==> config.mk <==
export PLATFORM = sky130hd
export DESIGN_NAME = spi_eeprom_ctrl
export DESIGN_NICKNAME = d
export VERILOG_FILES = /design/src/hw/spi_eeprom_ctrl.v
export VERILOG_INCLUDE_DIRS = /design/src /design/src/hw
export SDC_FILE = /design/constraint.sdc
export NUM_CORES = 1
export LEC_CHECK = 0
export BUFFER_PORTS_ARGS = -buffer_cell sky130_fd_sc_hd__clkbuf_2
export CORE_MARGIN = 2
export CORE_UTILIZATION = 60
export DETAILED_ROUTE_END_ITERATION = 10
export HOLD_SLACK_MARGIN = 0.12
export MAX_ROUTING_LAYER = met4
export PLACE_DENSITY = 0.76
export SYNTH_ARGS = -nofsm -noshare
export SYNTH_HDL_FRONTEND = slang
export SYNTH_SLANG_ARGS = --single-unit
==> constraint.sdc <==
create_clock -name clk_sys -period 5.9 [get_ports clk_sys]
set_input_delay 1.18 -clock clk_sys [delete_from_list [all_inputs] [get_ports clk_sys]]
set_output_delay 1.18 -clock clk_sys [all_outputs]
set_load 0.01 [all_outputs]
==> src/hw/spi_eeprom_regs.vh <==
// Constants for the serial EEPROM command controller
`ifndef SPI_EEPROM_REGS_VH
`define SPI_EEPROM_REGS_VH

// Command opcodes
`define OP_STATUS_WRITE 8'h01
`define OP_ARRAY_WRITE  8'h02
`define OP_ARRAY_READ   8'h03
`define OP_CLEAR_LATCH  8'h04
`define OP_STATUS_READ  8'h05
`define OP_SET_LATCH    8'h06
`define OP_ID_READ      8'h83

// Status byte bit positions
`define SR_BUSY_BIT     0
`define SR_WEL_BIT      1
`define SR_BP_LO_BIT    2
`define SR_BP_HI_BIT    3
`define SR_LOCK_BIT     7

// Status value after reset (non-volatile bits)
`define SR_INIT         8'h00

// Address bit that must be clear for an id page read
`define ID_SEL_BIT      10

// Block-protect codes
`define BP_NONE         2'h0
`define BP_QUARTER      2'h1
`define BP_HALF         2'h2
`define BP_WHOLE        2'h3

// Self-timed write cycle and system clock
`define WC_TIME_NS      5000
`define CLK_PERIOD_NS   5

`endif

==> src/hw/spi_eeprom_ctrl.v <==
// Serial EEPROM command controller: decode, status, read and page write
// How it works
// - Opcode 04h clears latch, then wait deselect.
// - Latch clears at reset, 04h, write end.
// - Status write: 01h plus one byte, latch set.
// - Status write needs deselect at byte boundary.
// - Status write runs timed cycle, busy flag set.
// - Status write changes only lock and protect.
// - Protect pair selects none, quarter, half, whole.
// - Lock bit clear: latch alone permits status write.
// - Lock set and pin low refuses status write.
// - Protection follows pin level, left only high.
// - Array read: 03h, two address bytes, A15 ignored.
// - Read increments address, wraps at array end.
// - Array read refused during write cycle.
// - Array write ignored when latch clear.
// - Byte write: 02h, address, one data byte.
// - Write starts only outside protected blocks.
// - Page write loads up to 64 bytes.
// - Page load wraps six low address bits.
// - Only status read accepted while busy.
// - Id read: 83h, A10 clear, A5:A0 byte.
// - Id read wraps in page, refused busy.
// - Opcode 06h alone sets the write latch.
// - Status byte layout; bits 6:4 read zero.
// - Status read repeats status byte while selected.
// - Commands start on select, MSB first.
`timescale 1ns/1ps
`include "spi_eeprom_regs.vh"

module spi_eeprom_ctrl #(
  parameter AW     = 15,
  parameter PW     = 6,
  parameter WC_CYC = (`WC_TIME_NS + `CLK_PERIOD_NS - 1) / `CLK_PERIOD_NS
)(
  input  wire          clk_sys,
  input  wire          rstn,
  input  wire          ce,
  input  wire          cs_n,
  input  wire          sck,
  input  wire          mosi,
  input  wire          wp_n,
  input  wire [7:0]    mem_rdata,
  output reg           miso,
  output reg           miso_oe,
  output reg           mem_rd,
  output reg           mem_id,
  output reg           mem_wr,
  output reg  [AW-1:0] mem_addr,
  output reg  [7:0]    mem_wdata,
  output reg           write_busy_flag,
  output reg           write_enable_latch
);

  ////////////////////////////////////////////////////////////////////
  // States, one-hot
  localparam [6:0] S_CMD  = 7'h01;  // Waiting for opcode
  localparam [6:0] S_ADDR = 7'h02;  // Taking address bytes
  localparam [6:0] S_RD   = 7'h04;  // Shifting out array or id data
  localparam [6:0] S_SR   = 7'h08;  // Shifting out status byte
  localparam [6:0] S_WRS  = 7'h10;  // Taking status data byte
  localparam [6:0] S_WRA  = 7'h20;  // Taking page data bytes
  localparam [6:0] S_WAIT = 7'h40;  // Ignoring input until deselect
  localparam [7:0] SR_RST = `SR_INIT;  // Status value after reset

  ////////////////////////////////////////////////////////////////////
  // Functions

  // Address range locked by the block-protect pair
  function prot_hit;
    input [1:0]    bp_f;
    input [AW-1:0] a;
    begin
      case (bp_f)
        `BP_QUARTER: prot_hit = (a[AW-1:AW-2] == 2'h3);
        `BP_HALF:    prot_hit = a[AW-1];
        `BP_WHOLE:   prot_hit = 1'b1;
        default:     prot_hit = 1'b0;
      endcase
    end
  endfunction

  // Next address; in page mode only the low bits move
  function [AW-1:0] next_addr;
    input [AW-1:0] a;
    input          in_page;
    begin
      if (in_page)
        next_addr = {a[AW-1:PW], a[PW-1:0] + {{(PW-1){1'b0}}, 1'b1}};
      else
        next_addr = a + {{(AW-1){1'b0}}, 1'b1};
    end
  endfunction

  ////////////////////////////////////////////////////////////////////
  // Registers
  reg           cs_m, cs_s, cs_d;     // Select synchroniser and history
  reg           sck_m, sck_s, sck_d;  // Clock synchroniser and history
  reg           mosi_m, mosi_s;       // Data synchroniser
  reg           wp_m, wp_s;           // Write-protect synchroniser
  reg  [6:0]    state;                // Command state
  reg  [6:0]    rx_sh;                // Bits of the byte in flight
  reg  [2:0]    bit_cnt;              // Bit within byte
  reg  [2:0]    nbytes;               // Whole bytes taken, saturates
  reg           cmd_rd;               // Address phase leads to a read
  reg           cmd_id;               // Read targets the id page
  reg  [AW-1:0] addr;                 // Internal address counter
  reg  [7:0]    data_reg;             // Read byte or pending status
  reg  [2:0]    oidx;                 // Output bit index
  reg           rd_pend;              // Memory answer due this cycle
  reg           status_lock_bit;      // Non-volatile status lock
  reg           block_protect_hi;     // Non-volatile protect, high
  reg           block_protect_lo;     // Non-volatile protect, low
  reg  [31:0]   wc_cnt;               // Write cycle down-counter
  reg  [PW-1:0] fl_idx;               // Page flush index
  reg           flushing;             // Page flush running
  reg  [AW-PW-1:0] wr_page;           // Page being committed
  reg  [63:0]   pvalid;               // Page bytes loaded
  reg  [7:0]    pbuf [0:63];          // Page load buffer

  ////////////////////////////////////////////////////////////////////
  // Combinational terms
  wire       sck_rise  = sck_s & ~sck_d;
  wire       sck_fall  = ~sck_s & sck_d;
  wire       cs_rise   = cs_s & ~cs_d;
  wire       byte_done = sck_rise & (bit_cnt == 3'h7);
  wire [7:0] rx_byte   = {rx_sh, mosi_s};
  wire [1:0] bp        = {block_protect_hi, block_protect_lo};

  // Status byte as read; bits 6:4 are tied low
  wire [7:0] status = {status_lock_bit, 3'h0, bp,
                       write_enable_latch, write_busy_flag};

  // Pin level is looked at live, so protection holds only while low
  wire sr_ok = write_enable_latch &
               ~(status_lock_bit & ~wp_s);

  // Byte driven on the output line
  wire [7:0] out_byte = state[3] ? status : data_reg;

  // Page buffer load strobe
  wire buf_wr = ce & ~cs_s & byte_done & state[5];

  ////////////////////////////////////////////////////////////////////
  // Page buffer storage, no reset needed: validity is tracked apart
  always @(posedge clk_sys)
  begin
    if (buf_wr)
      pbuf[addr[PW-1:0]] <= rx_byte;
  end

  ////////////////////////////////////////////////////////////////////
  // Main control process
  always @(posedge clk_sys or negedge rstn)
  begin
    if (!rstn)
    begin
      cs_m               <= 1'b1;
      cs_s               <= 1'b1;
      cs_d               <= 1'b1;
      sck_m              <= 1'b0;
      sck_s              <= 1'b0;
      sck_d              <= 1'b0;
      mosi_m             <= 1'b0;
      mosi_s             <= 1'b0;
      wp_m               <= 1'b0;
      wp_s               <= 1'b0;
      state              <= S_CMD;
      rx_sh              <= 7'h00;
      bit_cnt            <= 3'h0;
      nbytes             <= 3'h0;
      cmd_rd             <= 1'b0;
      cmd_id             <= 1'b0;
      addr               <= {AW{1'b0}};
      data_reg           <= 8'h00;
      oidx               <= 3'h0;
      rd_pend            <= 1'b0;
      status_lock_bit    <= SR_RST[`SR_LOCK_BIT];
      block_protect_hi   <= SR_RST[`SR_BP_HI_BIT];
      block_protect_lo   <= SR_RST[`SR_BP_LO_BIT];
      wc_cnt             <= 32'h0000_0000;
      fl_idx             <= {PW{1'b0}};
      flushing           <= 1'b0;
      wr_page            <= {(AW-PW){1'b0}};
      pvalid             <= 64'h0000_0000_0000_0000;
      miso               <= 1'b0;
      miso_oe            <= 1'b0;
      mem_rd             <= 1'b0;
      mem_id             <= 1'b0;
      mem_wr             <= 1'b0;
      mem_addr           <= {AW{1'b0}};
      mem_wdata          <= 8'h00;
      write_busy_flag    <= 1'b0;
      write_enable_latch <= 1'b0;
    end
    else if (ce)
    begin
      // Pins pass two flops before use
      cs_m   <= cs_n;
      cs_s   <= cs_m;
      cs_d   <= cs_s;
      sck_m  <= sck;
      sck_s  <= sck_m;
      sck_d  <= sck_s;
      mosi_m <= mosi;
      mosi_s <= mosi_m;
      wp_m   <= wp_n;
      wp_s   <= wp_m;

      // Strobes last one cycle
      mem_rd  <= 1'b0;
      mem_wr  <= 1'b0;
      rd_pend <= mem_rd;
      if (rd_pend)
        data_reg <= mem_rdata;

      // Self-timed write cycle: busy for exactly WC_CYC cycles
      if (write_busy_flag)
      begin
        if (wc_cnt == 32'h0000_0000)
        begin
          write_busy_flag    <= 1'b0;
          write_enable_latch <= 1'b0;
        end
        else
          wc_cnt <= wc_cnt - 32'h0000_0001;
      end

      // Commit loaded bytes of the page, one per cycle
      if (flushing)
      begin
        if (pvalid[fl_idx])
        begin
          mem_wr    <= 1'b1;
          mem_addr  <= {wr_page, fl_idx};
          mem_wdata <= pbuf[fl_idx];
        end
        fl_idx <= fl_idx + {{(PW-1){1'b0}}, 1'b1};
        if (&fl_idx)
          flushing <= 1'b0;
      end

      if (cs_s)
      begin
        // Deselected: every command restarts from the opcode
        state   <= S_CMD;
        bit_cnt <= 3'h0;
        nbytes  <= 3'h0;
        oidx    <= 3'h0;
        miso    <= 1'b0;
        miso_oe <= 1'b0;
        // Deselect on a byte boundary commits a write
        if (cs_rise && bit_cnt == 3'h0)
        begin
          // Exactly one data byte, else discarded
          if (state[4] && nbytes == 3'h2 && sr_ok)
          begin
            status_lock_bit  <= data_reg[`SR_LOCK_BIT];
            block_protect_hi <= data_reg[`SR_BP_HI_BIT];
            block_protect_lo <= data_reg[`SR_BP_LO_BIT];
            write_busy_flag  <= 1'b1;
            wc_cnt           <= WC_CYC - 1;
          end
          // Opcode, two address bytes and at least one data byte
          if (state[5] && nbytes >= 3'h4 && !prot_hit(bp, addr))
          begin
            write_busy_flag <= 1'b1;
            wc_cnt          <= WC_CYC - 1;
            flushing        <= 1'b1;
            fl_idx          <= {PW{1'b0}};
            wr_page         <= addr[AW-1:PW];
          end
        end
      end
      else
      begin
        // Input taken on rising clock, MSB first
        if (sck_rise)
        begin
          rx_sh   <= rx_byte[6:0];
          bit_cnt <= bit_cnt + 3'h1;
          if (bit_cnt == 3'h7 && nbytes != 3'h7)
            nbytes <= nbytes + 3'h1;
        end

        if (byte_done)
        begin
          case (state)
            S_CMD:
            begin
              if (write_busy_flag)
                // Only the status read gets through a write cycle
                state <= (rx_byte == `OP_STATUS_READ) ? S_SR : S_WAIT;
              else
              begin
                case (rx_byte)
                  `OP_SET_LATCH:
                  begin
                    write_enable_latch <= 1'b1;
                    state              <= S_WAIT;
                  end
                  `OP_CLEAR_LATCH:
                  begin
                    write_enable_latch <= 1'b0;
                    state              <= S_WAIT;
                  end
                  `OP_STATUS_READ:
                    state <= S_SR;
                  `OP_STATUS_WRITE:
                    state <= write_enable_latch ? S_WRS : S_WAIT;
                  `OP_ARRAY_READ:
                  begin
                    cmd_rd <= 1'b1;
                    cmd_id <= 1'b0;
                    state  <= S_ADDR;
                  end
                  `OP_ID_READ:
                  begin
                    cmd_rd <= 1'b1;
                    cmd_id <= 1'b1;
                    state  <= S_ADDR;
                  end
                  `OP_ARRAY_WRITE:
                  begin
                    // Without the latch the write is ignored
                    cmd_rd <= 1'b0;
                    cmd_id <= 1'b0;
                    pvalid <= 64'h0000_0000_0000_0000;
                    state  <= write_enable_latch ? S_ADDR : S_WAIT;
                  end
                  default:
                    state <= S_WAIT;  // Unknown opcode
                endcase
              end
            end
            S_ADDR:
            begin
              if (nbytes == 3'h1)
              begin
                // High byte; the top address bit is dropped
                addr[AW-1:8] <= rx_byte[AW-9:0];
                // Id page read needs A10 low; lock read not handled
                if (cmd_id && rx_byte[`ID_SEL_BIT-8])
                  state <= S_WAIT;
              end
              else
              begin
                addr[7:0] <= rx_byte;
                if (cmd_rd)
                begin
                  // Fetch the first byte well before the first fall
                  mem_rd   <= 1'b1;
                  mem_id   <= cmd_id;
                  mem_addr <= {addr[AW-1:8], rx_byte};
                  state    <= S_RD;
                end
                else
                  state <= S_WRA;
              end
            end
            S_WRS:
              data_reg <= rx_byte;  // Held until deselect
            S_WRA:
            begin
              // Low bits only, so a long load overwrites the page start
              pvalid[addr[PW-1:0]] <= 1'b1;
              addr <= next_addr(addr, 1'b1);
            end
            default:
              ;
          endcase
        end

        // Output driven on falling clock
        if (sck_fall && (state[2] || state[3]))
        begin
          miso_oe <= 1'b1;
          miso    <= out_byte[3'h7 - oidx];
          oidx    <= oidx + 3'h1;
          if (oidx == 3'h7 && state[2])
          begin
            // Array reads wrap at the top, id reads inside the page
            addr     <= next_addr(addr, cmd_id);
            mem_rd   <= 1'b1;
            mem_addr <= next_addr(addr, cmd_id);
          end
        end
      end
    end
  end

endmodule

==> results.sh, run 1 <==
export IMPL_port_buffers=44
export IMPL_grt_pass1_vias=18400
export IMPL_path_clk_slew_ns=0.06
export IMPL_period_minus_slack_ns=4.29
export IMPL_grt_pass1_wl_mm=115
export IMPL_clock_skew_ns=0.0359
export IMPL_drv_slew=0
export IMPL_r2r_end="pbuf[45][7]"
export IMPL_syn_nets=2091
export IMPL_fin_nets=2108
export IMPL_area_sequential_mm2=0.0205
export IMPL_tightestPinTransition_ns=1.29
export IMPL_die_h_um=230
export IMPL_r2r_start="cs_s"
export IMPL_area_delta_synth_final_pct=10.0
export IMPL_utilization_pct=66.9
export IMPL_multiInputGateArea_mm2=0.00934
export IMPL_cts_resized=0
export IMPL_final_hold_viol_count=0
export IMPL_rows=82
export IMPL_ys_seq_area_share_pct=67.1
export IMPL_fmaxAchievable_mhz=233
export IMPL_ys_warn_count=0
export IMPL_worstPathRequired_ns=6.15
export IMPL_remaining_drc_errors=0
export IMPL_outcome="complete, no violations"
export IMPL_cts_buffer_depth=3
export IMPL_arrival_ns=4.54
export IMPL_avgSynthCellArea_um2=14.8
export IMPL_critPathMaxStageDelay_ns=0.99
export IMPL_initial_core_util_pct=60.8
export IMPL_cp_cell_sequence="inv_1, nand2_1, buf_4, nor2_1, nand4_1, nor2_1"
export IMPL_grt_setup_unrepaired="no"
export IMPL_drt_iter0_drc=2595
export IMPL_critPathLaunchType="flip-flop"
export IMPL_rrSetupSlack_ns=1.61
export IMPL_postCtsHoldBufs=0
export IMPL_io_pins=45
export IMPL_grt_max_degree=108
export IMPL_dpl_hpwl_mm=44.5
export IMPL_die_w_um=230
export IMPL_viasPerCell=6.78
export IMPL_fill_cells=3280
export IMPL_cts_root_buf="clkbuf_16"
export IMPL_rr_worst_depth=6
export IMPL_relSlewSlack_pct=13.0
export IMPL_gp_congestion=0.883
export IMPL_largest_reg_flops=512
export IMPL_fin_tns_setup_ns=0
export IMPL_leakage_nw=11.7
export IMPL_cp_end_kind="flip-flop"
export IMPL_ys_ff_latch=716
export IMPL_synth_main_ff_cell="edfxtp_1"
export IMPL_synth_edff_count=512
export IMPL_drv_cap=0
export IMPL_syn_inst=2063
export IMPL_critPathKind="flip-flop to flip-flop"
export IMPL_post_cts_setup_buffers=0
export IMPL_min_path_type="flip-flop to flip-flop"
export IMPL_cts_tree="yes"
export IMPL_wl_mm=75.2
export IMPL_cp_top_family="simple AND/OR/NAND/NOR gates"
export IMPL_cts_sinks=716
export IMPL_grt_antenna_before_repair=0
export IMPL_finalCritPeriodShare_pct=72.7
export IMPL_h_tree_depth=3
export IMPL_coreArea_mm2=0.0502
export IMPL_holdPathEnd="mem_wr"
export IMPL_crit_fanout=36
export IMPL_syn_cell_area_mm2=0.0305
export IMPL_drive_above_1_share_pct=17.0
export IMPL_whs_path_depth=1
export IMPL_die_area_mm2=0.0527
export IMPL_drtAntennaViolNets=0
export IMPL_clk_latency_ns=0.63
export IMPL_cpMostUsedCell="nor2_1"
export IMPL_pwr_density_cell_mw_per_mm2=346
export IMPL_numCtsBuffers=71
export IMPL_finalSetupViolations=0
export IMPL_wl_per_cell_um=26.8
export IMPL_slowest_stage="nand4_1"
export IMPL_min_from="mem_wr"
export IMPL_grt_overflow=0
export IMPL_vias=19000
export IMPL_ys_types=81
export IMPL_critical_path_buf_inv_count=2
export IMPL_first_pass_iters=8
export IMPL_async_reset_ff_share_pct=28.5
export IMPL_antennaDiodeCount=0
export IMPL_grt_use_total_pct=29.9
export IMPL_worst_ir_drop_vdd_mv=0.315
report_power, final:
group          switching, mW  internal [mW]
logic                  0.827          0.250
registers              0.111           5.91
clock network           1.97           2.54
placed cells by master, fill, tap and decap left out, types with 40 or more instances in the layout:
cell	instances
edfxtp_1	512
nor2_1	201
dfrtp_1	190
a21oi_1	134
mux4_2	113
nand2_1	100
mux2i_1	92
o21ai_0	75
clkbuf_16	72
clkbuf_2	43
o22ai_1	40
how the worst max path moves through the flow:
stage          cells after the start      from  slack [ns]           to
2_1_floorplan                      8  rx_sh[0]        2.67   pvalid[17]
6_report                           6      cs_s        1.61  pbuf[45][7]
4_1_cts                            6      cs_s        1.72  pbuf[45][2]
3_5_place_dp                       6        ce        1.45  pbuf[45][7]
3_3_place_gp                       6        ce        1.59  pbuf[52][3]
5_1_grt                            6      cs_s        1.46  pbuf[52][5]
cell families (layout without fill, tap and decap cells):
| group | Yosys count | after routing | share of synthesized area [%] |
|---|---|---|---|
| AOI/OAI and AO/OA | 417 | 417 | 8.72 |
| and+or+nand+nor | 492 | 492 | 7.77 |
| adders and majority gates | 13 | 13 | 0.533 |
| DFF | 716 | 716 | 67.1 |
| muxes | 236 | 236 | 12.5 |
| xor gates and xnor gates | 36 | 36 | 1.03 |
| buffers and inverters | 153 | 226 | 2.32 |
worst reg2reg max path: cells and delay by family (launching register included):
family / cells / cell delay, ns
buffers and inverters: 2 / 0.60
and+or+nand+nor: 4 / 2.70
DFF: 1 / 0.61
synth_stat cells (all sizes together) (12+ instances only):
master	n	share of area [%]
nor4	14	0.34
edfxtp	512	50
o31ai	20	0.49
inv	22	0.27
or3	18	0.38
nor2b	12	0.25
mux2	31	1.1
mux2i	92	3.0
buf	51	0.99
dfrtp	200	16
mux4	113	8.3
o221ai	38	1.1
a21oi	134	2.2
o22ai	40	0.82
nor2	202	2.5
nand2	100	1.2
o21ai	76	1.2
xnor2	25	0.72
nand3	33	0.56
nand4	15	0.31
nor3	32	0.57
a31oi	19	0.41
a211oi	15	0.37
clkbuf	80	1.1
ha	13	0.53
metrics by stage:
step / std cells / cell area (um^2) / setup slack, ns / hold WS (ns) / total power, mW
2_1_floorplan: 2063 / 30500 / 2.67 / 0.449 / 6.65
3_3_place_gp: 2679 / 31200 / 1.59 / 0.465 / 7.14
3_5_place_dp: 2679 / 31200 / 1.45 / 0.472 / 7.20
4_1_cts: 2808 / 33600 / 1.72 / 0.485 / 11.6
5_1_grt: 2808 / 33600 / 1.46 / 0.498 / 11.9
6_report: 2808 / 33600 / 1.61 / 0.483 / 11.6
per-layer routing:
| metal | wire length [um] | global-route usage (%) | vias to the layer above |
|---|---|---|---|
| met5 | 0 | - | - |
| met4 | 2410 | 8.91 | 0 |
| met3 | 7590 | 6.24 | 174 |
| met2 | 35200 | 44.9 | 1180 |
| met1 | 30100 | 41.9 | 9580 |
| li1 | - | - | 8091 |
area by class of cell:
cell class / count / area share, %
flip-flops and latches: 716 / 61.1
clock buffers: 90 / 5.66
well taps: 672 / 2.50
clock inverters: 39 / 1.26
inverters: 22 / 0.246
multi-input cells: 1194 / 27.8
repair buffers: 75 / 1.45
(Power assumes the default switching activity.)
==> inputs of run 2 (changes only) <==
clock period = 4.2 ns   (was 5.9 ns; I/O delays follow)
==> run 2 against run 1 <==
Final cell count is 1.2% higher; core utilization is 0.50 points higher; critical path depth stayed put; wire length is 0.87% higher; via count is 0.89% higher; register-to-register slack worse by 1.1 ns; clock power is 42% higher; sequential power is 40% higher.
==> results.sh, run 2 (synthesized netlist as in run 1, its figures left out) <==
export IMPL_place_inst=2708
export IMPL_postCtsHoldBufs=0
export IMPL_holdWs_ns=0.250
export IMPL_drive_above_1_share_pct=18.0
export IMPL_clk_latency_ns=0.63
export IMPL_min_path_type="primary input to asynchronous set/reset pin"
export IMPL_cts_root_buf="clkbuf_16"
export IMPL_post_cts_setup_buffers=0
export IMPL_die_h_um=230
export IMPL_use_met2_pct=46.5
export IMPL_die_area_mm2=0.0527
export IMPL_critPathLaunchType="flip-flop"
export IMPL_finalNonFillerCells=2843
export IMPL_use_met3_pct=5.88
export IMPL_cts_sinks=716
export IMPL_period_minus_slack_ns=3.68
export IMPL_outcome="complete, no violations"
export IMPL_worstPathRequired_ns=4.67
export IMPL_finalSetupViolations=0
export IMPL_grt_setup_unrepaired="no"
export IMPL_dpl_hpwl_mm=45.4
export IMPL_port_buffers=44
export IMPL_cp_end_kind="flip-flop"
export IMPL_final_cell_mix="edfxtp_1, nor2_1, dfrtp_1, a21oi_1, mux4_2"
export IMPL_h_tree_depth=3
export IMPL_pwr_density_cell_mw_per_mm2=482
export IMPL_fin_nets=2139
export IMPL_cts_tree="yes"
export IMPL_remaining_drc_errors=0
export IMPL_fin_area_mm2=0.0338
export IMPL_io_pins=45
export IMPL_power_mw=16.3
export IMPL_wl_mm=75.9
export IMPL_first_pass_iters=9
export IMPL_leakage_nw=11.8
export IMPL_fin_tns_setup_ns=0
export IMPL_antennaDiodeCount=0
export IMPL_numCtsBuffers=73
export IMPL_vias=19200
export IMPL_viasPerCell=6.75
export IMPL_relSlewSlack_pct=37.4
export IMPL_clock_skew_ns=0.0240
export IMPL_gp_congestion=0.906
export IMPL_critPathKind="flip-flop to flip-flop"
export IMPL_grt_pass1_vias=19100
export IMPL_grt_pass1_wl_mm=117
export IMPL_grt_antenna_before_repair=0
export IMPL_grt_use_total_pct=30.4
export IMPL_largest_reg_flops=512
export IMPL_mostFrequentLayoutCell="edfxtp_1"
export IMPL_use_met1_pct=42.2
export IMPL_arrival_ns=4.15
export IMPL_grt_overflow=0
export IMPL_area_delta_synth_final_pct=10.8
export IMPL_die_w_um=230
export IMPL_drt_iter0_drc=2617
export IMPL_drv_slew=0
export IMPL_cts_buffer_depth=3
export IMPL_rows=82
export IMPL_crit_fanout=81
export IMPL_path_clk_slew_ns=0.06
export IMPL_worst_ir_drop_vdd_mv=0.456
export IMPL_final_hold_viol_count=0
export IMPL_cts_resized=0
export IMPL_drtAntennaViolNets=0
export IMPL_finalCritPeriodShare_pct=87.7
export IMPL_dpl_cell_area_mm2=0.0315
export IMPL_initial_core_util_pct=60.8
export IMPL_wl_per_cell_um=26.7
export IMPL_coreArea_mm2=0.0502
export IMPL_tightestPinTransition_ns=0.940
export IMPL_grt_max_degree=103
export IMPL_drv_cap=0
export IMPL_busiest_layer="met2"
export IMPL_fmaxAchievable_mhz=272
## run 2: area by class of cell
type | instances | area, um^2
Clock inverter | 40 | 382
Multi-Input combinational cell | 1194 | 9340
Clock buffer | 95 | 1960
Tap cell | 672 | 841
Timing Repair Buffer | 104 | 717
Inverter | 22 | 82.6
Fill cell | 3276 | 16300
Sequential cell | 716 | 20500
## run 2: worst paths after layout
path | start | end | slack (ns) | cells past startpoint
worst min register to register | state[0] | state[0] | 0.48 | 2
worst max register to register | fl_idx[0] | mem_wdata[5] | 0.52 | 6
worst min-delay path | rstn | rx_sh[0] | 0.25 | 1
worst max-delay path | fl_idx[0] | mem_wdata[5] | 0.52 | 6
min in group clk_sys | cs_n | cs_m | 0.48 | 2
max in group asynchronous | rstn | pvalid[4] | 2.99 | 2
## run 2: metrics by stage
step | setup slack [ns] | util, %
floorplan | 0.975 | -
global placement | 0.615 | 62.7
detailed placement | 0.568 | 62.7
CTS | 0.557 | 67.4
global route | 0.451 | 67.4
finish | 0.517 | 67.4
## run 2: where the power goes
group          total, mW  internal (mW)  switching (mW)  leakage (nW)
sequential          8.45           8.30           0.146          7.32
clock               6.40           3.69            2.71          1.14
combinational       1.45          0.353            1.10          3.38
## run 2: layer usage
layer | share of wire [%] | routed length, um | up-vias
met4 | 2.6 | 1940 | 0
met3 | 9.7 | 7390 | 164
met1 | 39 | 29800 | 9742
li1 | - | - | 8152
met2 | 48 | 36700 | 1137
met5 | 0 | 0 | -
## run 2: worst max-delay path, stage by stage, from the launching register on
cell,delay [ns]
dfrtp_4,0.58
buf_12,0.49
buf_12,0.37
mux4_2,0.58
mux4_2,0.55
a211oi_1,0.68
o31ai_1,0.12
